[src/inc/fbec_pkg.sv]
package fbec_pkg;
  localparam logic [7:0] CMD_SEL_ERASE = 8'h48;
  localparam logic [7:0] CMD_BLK_ERASE = 8'h58;
  localparam logic [7:0] RSP_ACK = 8'h06;
  localparam logic [7:0] RSP_SEL_ERR = 8'hC8;
  localparam logic [7:0] RSP_BLK_ERR = 8'hD8;
  localparam logic [7:0] ERR_SEL_XFER = 8'h54;
  localparam logic [7:0] ERR_CHECKSUM = 8'h11;
  localparam logic [7:0] ERR_BLOCK = 8'h29;
  localparam logic [7:0] ERR_SIZE = 8'h2A;
  localparam logic [7:0] BLK_SIZE_FIXED = 8'h01;
  localparam logic [7:0] ZERO_BYTE = 8'h00;
  localparam logic [1:0] BYTE_ONE = 2'h1;
  localparam logic [1:0] BYTE_TWO = 2'h2;
  localparam logic [1:0] BYTE_THREE = 2'h3;

  typedef struct packed {
    logic valid;
    logic [7:0] data;
  } fbec_byte_s;
endpackage

[src/verilog/fbec_erase_cmd.sv]
`timescale 1ns/1ps
module fbec_erase_cmd
  import fbec_pkg::*;
(
  input wire logic clk_sys,
  input wire logic rst,
  input fbec_pkg::fbec_byte_s rxIn,
  input wire logic txReady,
  input wire logic loadDone,
  input wire logic loadFail,
  input wire logic eraseDone,
  input wire logic [7:0] userBlockCount,
  input wire logic bootAreaSel,
  output fbec_pkg::fbec_byte_s txOut,
  output logic loadStart,
  output logic eraseStart,
  output logic [7:0] eraseBlock,
  output logic highVoltBusy
);
  import fbec_pkg::*;

  typedef enum {IDLE, LOADING, FRAME, ERASING, REPLY} fbec_state_e;

  function automatic logic [7:0] addByte(input logic [7:0] a,
                                         input logic [7:0] b);
    addByte = a + b;
  endfunction

  fbec_state_e state, next_state;
  logic [1:0] idx, next_idx;
  logic [7:0] sum, next_sum;
  logic [7:0] sizeByte, next_sizeByte;
  logic next_loadStart, next_eraseStart, next_highVoltBusy;
  logic [7:0] next_eraseBlock;
  logic sendOne, sendTwo, txBusy;
  logic [7:0] firstByte, secondByte;

  ////////////////////////////////////////////////////////////////////
  // Command decode and sequencing
  always_comb begin
    next_state = state;
    next_idx = idx;
    next_sum = sum;
    next_sizeByte = sizeByte;
    next_loadStart = 1'b0;
    next_eraseStart = 1'b0;
    next_eraseBlock = eraseBlock;
    next_highVoltBusy = highVoltBusy;
    sendOne = 1'b0;
    sendTwo = 1'b0;
    firstByte = RSP_ACK;
    secondByte = ZERO_BYTE;
    case (state)
      IDLE: begin
        if (rxIn.valid && !txBusy) begin
          if (rxIn.data == CMD_SEL_ERASE) begin
            next_loadStart = 1'b1;
            next_state = LOADING;
          end else if (rxIn.data == CMD_BLK_ERASE) begin
            next_sum = rxIn.data;
            next_idx = BYTE_ONE;
            next_state = FRAME;
          end
        end
      end
      LOADING: begin
        if (loadFail) begin
          sendTwo = 1'b1;
          firstByte = RSP_SEL_ERR;
          secondByte = ERR_SEL_XFER;
          next_state = REPLY;
        end else if (loadDone) begin
          sendOne = 1'b1;
          next_state = REPLY;
        end
      end
      FRAME: begin
        if (rxIn.valid) begin
          next_sum = addByte(sum, rxIn.data);
          next_idx = idx + BYTE_ONE;
          if (idx == BYTE_ONE) begin
            next_sizeByte = rxIn.data;
          end
          if (idx == BYTE_TWO) begin
            next_eraseBlock = rxIn.data;
          end
          if (idx == BYTE_THREE) begin
            firstByte = RSP_BLK_ERR;
            if (addByte(sum, rxIn.data) != ZERO_BYTE) begin
              sendTwo = 1'b1;
              secondByte = ERR_CHECKSUM;
              next_state = REPLY;
            end else if (sizeByte != BLK_SIZE_FIXED) begin
              sendTwo = 1'b1;
              secondByte = ERR_SIZE;
              next_state = REPLY;
            end else if (bootAreaSel ||
                         eraseBlock >= userBlockCount) begin
              sendTwo = 1'b1;
              secondByte = ERR_BLOCK;
              next_state = REPLY;
            end else begin
              next_eraseStart = 1'b1;
              next_highVoltBusy = 1'b1;
              next_state = ERASING;
            end
          end
        end
      end
      ERASING: begin
        if (eraseDone) begin
          sendOne = 1'b1;
          next_highVoltBusy = 1'b0;
          next_state = REPLY;
        end
      end
      REPLY: begin
        if (!txBusy) begin
          next_state = IDLE;
        end
      end
      default: next_state = IDLE;
    endcase
  end

  always_ff @(posedge clk_sys) begin
    if (rst) begin
      state <= IDLE;
      idx <= 2'h0;
      sum <= ZERO_BYTE;
      sizeByte <= ZERO_BYTE;
      loadStart <= 1'b0;
      eraseStart <= 1'b0;
      eraseBlock <= ZERO_BYTE;
      highVoltBusy <= 1'b0;
    end else begin
      state <= next_state;
      idx <= next_idx;
      sum <= next_sum;
      sizeByte <= next_sizeByte;
      loadStart <= next_loadStart;
      eraseStart <= next_eraseStart;
      eraseBlock <= next_eraseBlock;
      highVoltBusy <= next_highVoltBusy;
    end
  end

  ////////////////////////////////////////////////////////////////////
  // Reply sender
  fbec_tx_reply u_reply (
    .clk_sys(clk_sys),
    .rst(rst),
    .sendOne(sendOne),
    .sendTwo(sendTwo),
    .firstByte(firstByte),
    .secondByte(secondByte),
    .txReady(txReady),
    .txOut(txOut),
    .busy(txBusy)
  );
endmodule

[src/verilog/fbec_tx_reply.sv]
`timescale 1ns/1ps
module fbec_tx_reply
  import fbec_pkg::*;
(
  input wire logic clk_sys,
  input wire logic rst,
  input wire logic sendOne,
  input wire logic sendTwo,
  input wire logic [7:0] firstByte,
  input wire logic [7:0] secondByte,
  input wire logic txReady,
  output fbec_pkg::fbec_byte_s txOut,
  output logic busy
);
  import fbec_pkg::*;

  fbec_byte_s next_txOut;
  logic [7:0] pend, next_pend;
  logic hasPend, next_hasPend;
  logic next_busy;

  always_comb begin
    next_txOut = txOut;
    next_pend = pend;
    next_hasPend = hasPend;
    next_busy = busy;
    if (txOut.valid && txReady) begin
      if (hasPend) begin
        next_txOut.data = pend;
        next_hasPend = 1'b0;
      end else begin
        next_txOut.valid = 1'b0;
        next_busy = 1'b0;
      end
    end
    if (!busy && (sendOne || sendTwo)) begin
      next_txOut.valid = 1'b1;
      next_txOut.data = firstByte;
      next_pend = secondByte;
      next_hasPend = sendTwo;
      next_busy = 1'b1;
    end
  end

  always_ff @(posedge clk_sys) begin
    if (rst) begin
      txOut <= '0;
      pend <= ZERO_BYTE;
      hasPend <= 1'b0;
      busy <= 1'b0;
    end else begin
      txOut <= next_txOut;
      pend <= next_pend;
      hasPend <= next_hasPend;
      busy <= next_busy;
    end
  end
endmodule
[config.mk]
export PLATFORM = sky130hd
export DESIGN_NAME = fbec_erase_cmd
export DESIGN_NICKNAME = d
export VERILOG_FILES = /design/src/inc/fbec_pkg.sv /design/src/verilog/fbec_erase_cmd.sv /design/src/verilog/fbec_tx_reply.sv
export SDC_FILE = /design/constraint.sdc
export NUM_CORES = 1
export LEC_CHECK = 0
export BUFFER_PORTS_ARGS = -buffer_cell sky130_fd_sc_hd__buf_2
export CORE_MARGIN = 2
export CORE_UTILIZATION = 50
export DETAILED_ROUTE_END_ITERATION = 8
export PLACE_DENSITY = 0.78
export SKIP_LAST_GASP = 1
export SYNTH_ARGS = -nofsm -noshare
export SYNTH_HDL_FRONTEND = slang
export SYNTH_HIERARCHICAL = 1
export SYNTH_SLANG_ARGS = --single-unit
[constraint.sdc]
create_clock -name clk_sys -period 3.7 [get_ports clk_sys]
set_input_delay 0.74 -clock clk_sys [delete_from_list [all_inputs] [get_ports clk_sys]]
set_output_delay 0.74 -clock clk_sys [all_outputs]
set_load 0.005 [all_outputs]
Yosys cells after proc, flatten, opt, wreduce, memory -nomap -nowiden
Cells that the tools add are included.
{"block": "totals", "ff_bits": 80, "latchBits": 0, "mem_bits_rw": 0, "output_inout_bits": 20, "memories": 0, "romBits": 0, "wordCells": 127}
{"block": "classes", "shift": 0, "mul": 0, "magnitude_cmp": 1, "n_eq_ne": 23, "n_addsub": 2, "n_bitwise": 5, "div": 0, "n_reduce_logical": 21, "n_mux": 62}
{"operator": "32-bit two-way mux", "n": 9}
{"operator": "32-bit case mux with 5 select lines", "n": 1}
{"operator": "32-bit by 2-bit == test with 1-bit output, second input constant", "n": 2}
{"operator": "8-bit two-way mux", "n": 8}
{"operator": "32-bit by 1-bit == test with 1-bit output, second input constant", "n": 1}
{"operator": "32-bit by 3-bit == test with 1-bit output, second input constant", "n": 1}
{"operator": "32-bit logical NOT", "n": 1}
{"operator": "8-bit case mux with 2 select lines", "n": 2}
{"operator": "6-bit two-way mux", "n": 5}
{"operator": "1-bit two-way mux", "n": 22}
{"operator": "2-bit != test, second input constant", "n": 11}
{"operator": "9-bit two-way mux", "n": 2}
{"operator": "8-bit by 7-bit == test with 1-bit output, second input constant", "n": 2}
{"operator": "7-bit case mux with 2 select lines", "n": 1}
{"operator": "7-bit AND reduction", "n": 2}
{"operator": "3-bit two-way mux", "n": 3}
{"operator": "8-bit adder", "n": 1}
{"operator": "8-bit >= comparator", "n": 1}
{"operator": "2-bit two-way mux", "n": 4}
{"operator": "8-bit by 1-bit != test with 1-bit output, second input constant", "n": 1}
{"operator": "2-bit nonzero test", "n": 4}
{"operator": "8-bit nonzero test", "n": 1}
{"operator": "7-bit two-way mux", "n": 1}
{"operator": "3-bit != test, second input constant", "n": 2}
{"operator": "14 further kinds", "n": 26}

Logic depth before layout (Yosys ltp)
{"block": "logic_depth", "word_depth": 12, "ltp_mapped": 13}

Hierarchy
Netlist, hierarchy kept.
{"module": "fbec_erase_cmd", "seq_area_each_um2": 640.6, "cells_each": 238, "area_per_inst_um2": 2084.5, "instances": 1}
{"module": "fbec_tx_reply", "seq_area_each_um2": 360.3, "cells_each": 92, "area_per_inst_um2": 795.8, "instances": 1}

Least setup slack after synthesis
No wires, ideal clock.
{"block": "synth_timing", "kind": "input to register", "start": "in rxIn[0] (netlist name)", "end": "reg, netlist name u_reply/txOut[5]", "path_slack_ns": 0.423, "path_stages": 13, "setup_time_ns": 0.132, "required_time_ns": 3.568, "arrival_time_ns": 3.145, "cell_sequence": "ha_1 fa_1 and3_1 o211a_1 a211oi_1 o21a_1 and3_1 o21ai_1 o21ba_1 buf_6 buf_6 nor3_4 nor4_2"}
{"block": "synth_between", "elab_chain_cells": 10, "elab_cells_between_ends": 12}
{"element": "start: declaration", "line": "fbec_erase_cmd.sv:7", "source": "input fbec_pkg::fbec_byte_s rxIn,"}
{"element": "8-bit adder (*)", "line": "fbec_erase_cmd.sv:26", "source": "addByte = a + b;"}
{"element": "8-bit nonzero test (*)", "line": "fbec_erase_cmd.sv:89", "source": "if (addByte(sum, rxIn.data) != ZERO_BYTE) begin"}
{"element": "1-bit two-way mux (*)", "line": "fbec_erase_cmd.sv:89"}
{"element": "1-bit two-way mux (*)", "line": "fbec_erase_cmd.sv:87", "source": "if (idx == BYTE_THREE) begin"}
{"element": "1-bit two-way mux (*)", "line": "fbec_erase_cmd.sv:78", "source": "if (rxIn.valid) begin"}
{"element": "1-bit case mux with 2 select lines (*)", "line": "fbec_erase_cmd.sv:53", "source": "case (state)"}
{"element": "named net sendTwo", "line": "fbec_erase_cmd.sv:35", "source": "logic sendOne, sendTwo, txBusy;"}
{"element": "1-bit logical OR (*)", "line": "fbec_tx_reply.sv:36", "source": "if (!busy && (sendOne || sendTwo)) begin"}
{"element": "1-bit logical AND (*)", "line": "fbec_tx_reply.sv:36"}
{"element": "2-bit nonzero test (no line)"}
{"element": "2-bit AND reduction (no line)"}
The timed path passes the listed nets; every way through them passes the cells marked *.
A chain may end at the register's enable or synchronous reset.

Final worst setup path
{"block": "layout_timing", "start": "in rxIn[0] (netlist name)", "end": "reg, netlist name u_reply/txOut[4]"}
{"block": "layout_between", "elab_chain_cells": 10, "elab_cells_between_ends": 12}
{"element": "8-bit adder (*)", "line": "fbec_erase_cmd.sv:26"}
{"element": "8-bit nonzero test (*)", "line": "fbec_erase_cmd.sv:89"}
{"element": "1-bit two-way mux (*)", "line": "fbec_erase_cmd.sv:89"}
{"element": "1-bit two-way mux (*)", "line": "fbec_erase_cmd.sv:87"}
{"element": "1-bit two-way mux (*)", "line": "fbec_erase_cmd.sv:78"}
{"element": "1-bit case mux with 2 select lines (*)", "line": "fbec_erase_cmd.sv:53"}
{"element": "named net sendTwo", "line": "fbec_erase_cmd.sv:35"}
{"element": "1-bit logical OR (*)", "line": "fbec_tx_reply.sv:36"}
{"element": "1-bit logical AND (*)", "line": "fbec_tx_reply.sv:36"}
{"element": "2-bit nonzero test (no line)"}
{"element": "2-bit AND reduction (no line)"}
Marked as above.

==> results by group <==
Place
  • # port buffers: 43
  • GP Congestion: 0.924
  • DP HPWL: 4440 um

Critical path
  • CP dominant cell by count: and3_1
  • Worst Path Required: 3900 ps
  • R2r setup slk: 690 ps
  • Crit-path cells: buf_2 > ha_1 > fa_1 > and3_1 > o211a_1 > a211oi_1 > o21a_1 > and3_1 > o21ai_1 > o21bai_4 > nor2_1 > nor4_1
  • R2r worst-path depth: 11
  • Worst reg2reg endpoint: u_reply/txOut[4]
  • Crit end category: flop
  • Crit path DAT: 3480 ps
  • Critical path type: in2reg
  • Startpoint types: primary input
  • Reg2reg start: sum[0]
  • CP max stage delay: 400 ps
  • Slowest stage cell, crit path: fa_1
  • Critical path fanouts, max: 17

Final layout
  • Fillers: 511
  • Layout area overhead: 12.0%
  • Layout cells sized above 1: 0.208
  • Ant. Diodes: 0
  • Nets: 413

Run status
  • Outcome: complete, no violations

Detailed routing
  • TritonRoute pass-1 iters: 4
  • Routed Antenna Nets: 0
  • Post-Route WL: 6030 um
  • Remaining DRCs: 0
  • Number of DRC markers in iteration 0: 203
  • Via count: 2,448
  • Via/cell ratio: 5.53
  • WL/cell: 13.6 um

Logic synthesis
  • Post-Syn Instances: 330
  • Post-synth ARST share: 0
  • Yosys warning total: 6
  • Post-synth EDFFs: 0
  • Most frequent cell after synthesis: nor2_1
  • Post-Syn Area: 0.00288 mm2
  • Syn_area_per_cell: 8.73 um2
  • Cell variety after synth: 59
  • Top cells by count, synth: nor2_1, dfxtp_1, nand2_1
  • Synth area leader: dfxtp_1
  • Seq/Total Area, Yosys: 0.348
  • Post-synth top area share: 0.348
  • Yosys reg bits: 50
  • Area contributors post-synth: dfxtp_1, ha_1, nor2_1
  • Post-synth top flop: dfxtp_1

Power
  • Comb pwr share: 0.116
  • Clock power share: 0.363
  • Worst VDD drop: 0.146 mV
  • Power per cell area: 328 mW/mm2
  • Sw power: 0.000263 W
  • Leakage power: 1.52 nW
  • Flop pwr share: 0.521
  • P_int: 0.000796 W
  • Net Sw Frac: 0.248

Clocking
  • CTS clk-pin slew, worst paths: 90 ps
  • Post CTS Setup Buffer Count: 0
  • H-tree depth: 2
  • Total CTS buffers: 5
  • Hold bufs inserted after CTS: 0
  • CTS Sinks: 50
  • Clock Latency Late Sink: 300 ps
  • Cts repair resizes: 0
  • Clock Path Buffers: 2
  • CTS Root Cell: clkbuf_8
  • TritonCTS clock tree: built

Die
  • Die Span Y: 79.9 um
  • Initial core utilization: 0.520
  • Core Rows: 27
  • Die width: 79.9 um
  • Core ar.: 0.00554 mm2
  • Die area: 0.00638 mm2
  • I/O Pins: 44

STA
  • Post-layout min period: 3280 ps
  • Clk_skew: 6.11 ps
  • TNS Setup: 0 ps
  • Slew Viols, Final: 0
  • RSZ-0062 raised after global routing: false
  • Setup-failing EPs final: 0
  • Period utilisation layout: 0.886
  • Final Hold Viols: 0
  • F_max: 305 MHz
  • Slew @ Worst Pin: 912 ps
  • Final hold slack: 464 ps
  • Max-Slew Margin vs Limit: 0.392

GRT
  • First-pass GRT wire length: 10,300 um
  • Vias in the first global route: 2,257
  • Largest net degree at the start of global routing: 49
  • Initial antenna violation count: 0
  • Gr usage total: 0.203
  • Gr ovfl total: 0

Min path
  • Hold WC Path Type: reg2reg
  • Min-delay src: u_reply/pend[6]
  • Hold Path Sink: u_reply/pend[6]
  • Hold depth: 2

Job
  • Maxcap violations: 0
==> per-layer routing <==
layer | global-route usage | vias to the layer above | share of wire
met2 | 0.342 | 42 | 0.49
met3 | 0.0305 | 4 | 0.041
met4 | 0.0508 | 0 | 0.0086
met5 | 0 | - | 0
met1 | 0.270 | 1158 | 0.46
li1 | - | 1244 | -
==> power groups by stage <==
stage	logic, W	clock network [W]	registers (W)
after floorplan	0.0000882	0	0.000562
after detailed placement	0.000122	0	0.000565
after global routing	0.000137	0.000419	0.000553
after CTS	0.000123	0.000398	0.000552
final	0.000122	0.000385	0.000552
after global placement	0.000119	0	0.000564
==> placed cells by master, fill, tap and decap left out, types with 3 or more instances in the layout <==
| master | instances |
|---|---|
| dfxtp_1 | 50 |
| conb_1 | 3 |
| nand2_1 | 24 |
| nor3_1 | 11 |
| inv_1 | 19 |
| a21oi_1 | 22 |
| a211oi_2 | 5 |
| and3_1 | 4 |
| o211ai_1 | 3 |
| nand2b_1 | 4 |
| nor2_1 | 54 |
| ha_1 | 18 |
| buf_2 | 43 |
| a2111oi_0 | 3 |
| o21ai_1 | 4 |
| nor4_2 | 3 |
| buf_4 | 4 |
| mux2i_1 | 20 |
| nor3b_1 | 4 |
| nand3_1 | 4 |
| o21ai_0 | 6 |
| clkbuf_8 | 5 |
| xor2_1 | 3 |
| a211oi_1 | 3 |
| nor4_1 | 8 |
==> worst max path at each step <==
stage | from | end | depth (start not counted)
finish | rxIn[0] | u_reply/txOut[4] | 12
global route | rxIn[0] | u_reply/txOut[3] | 12
CTS | rxIn[0] | u_reply/txOut[4] | 12
detailed placement | rxIn[0] | u_reply/txOut[4] | 12
global placement | rxIn[0] | u_reply/txOut[5] | 12
floorplan | rxIn[0] | u_reply/txOut[5] | 13
==> sequential cells by signal, indices dropped and copies added, names as in the netlist <==
signal / count
u_reply/busy: 1
state: 3
u_reply/hasPend: 1
sizeByte: 8
idx: 2
eraseStart: 1
highVoltBusy: 1
loadStart: 1
sum: 8
eraseBlock: 8
u_reply/pend: 8
u_reply/txOut: 8
==> through the flow <==
step	setup slack [ps]	cells	util	total power, W	area [um2]
after floorplan	423	332	-	0.000650	2890
after global placement	225	435	0.562	0.000683	3110
after detailed placement	108	435	0.562	0.000686	3110
after CTS	435	443	0.582	0.00107	3230
after global routing	180	443	0.582	0.00111	3230
final	420	443	0.582	0.00106	3230
==> final cells by class <==
type	count	area, um2	share of cell area
multi-input cells	246	1700	0.527
flip-flops and latches	50	1000	0.310
repair buffers	47	245	0.0760
well taps	72	90.1	0.0279
inverters	20	75.1	0.0233
clock buffers	5	68.8	0.0213
clock inverters	3	45.0	0.0140
==> cell families after synthesis <==
family / after synthesis / share of synthesized area
AOI/OAI and AO/OA: 65 / 0.165
xor gates and xnor gates: 5 / 0.0152
adders and majority gates: 19 / 0.0851
buffers and inverters: 36 / 0.0643
DFF: 50 / 0.348
muxes: 20 / 0.0695
other: 1 / 0.00130
and+or+nand+nor: 134 / 0.252
==> worst max-delay path, delay by kind of cell <==
family	cells	cell delay, ps
AO/OA/AOI/OAI	5	1190
AND/OR/NAND/NOR	4	770
buffers and inverters	1	130
adder cells (fa/ha/maj)	2	640
Power figures use the tool's default switching activity.
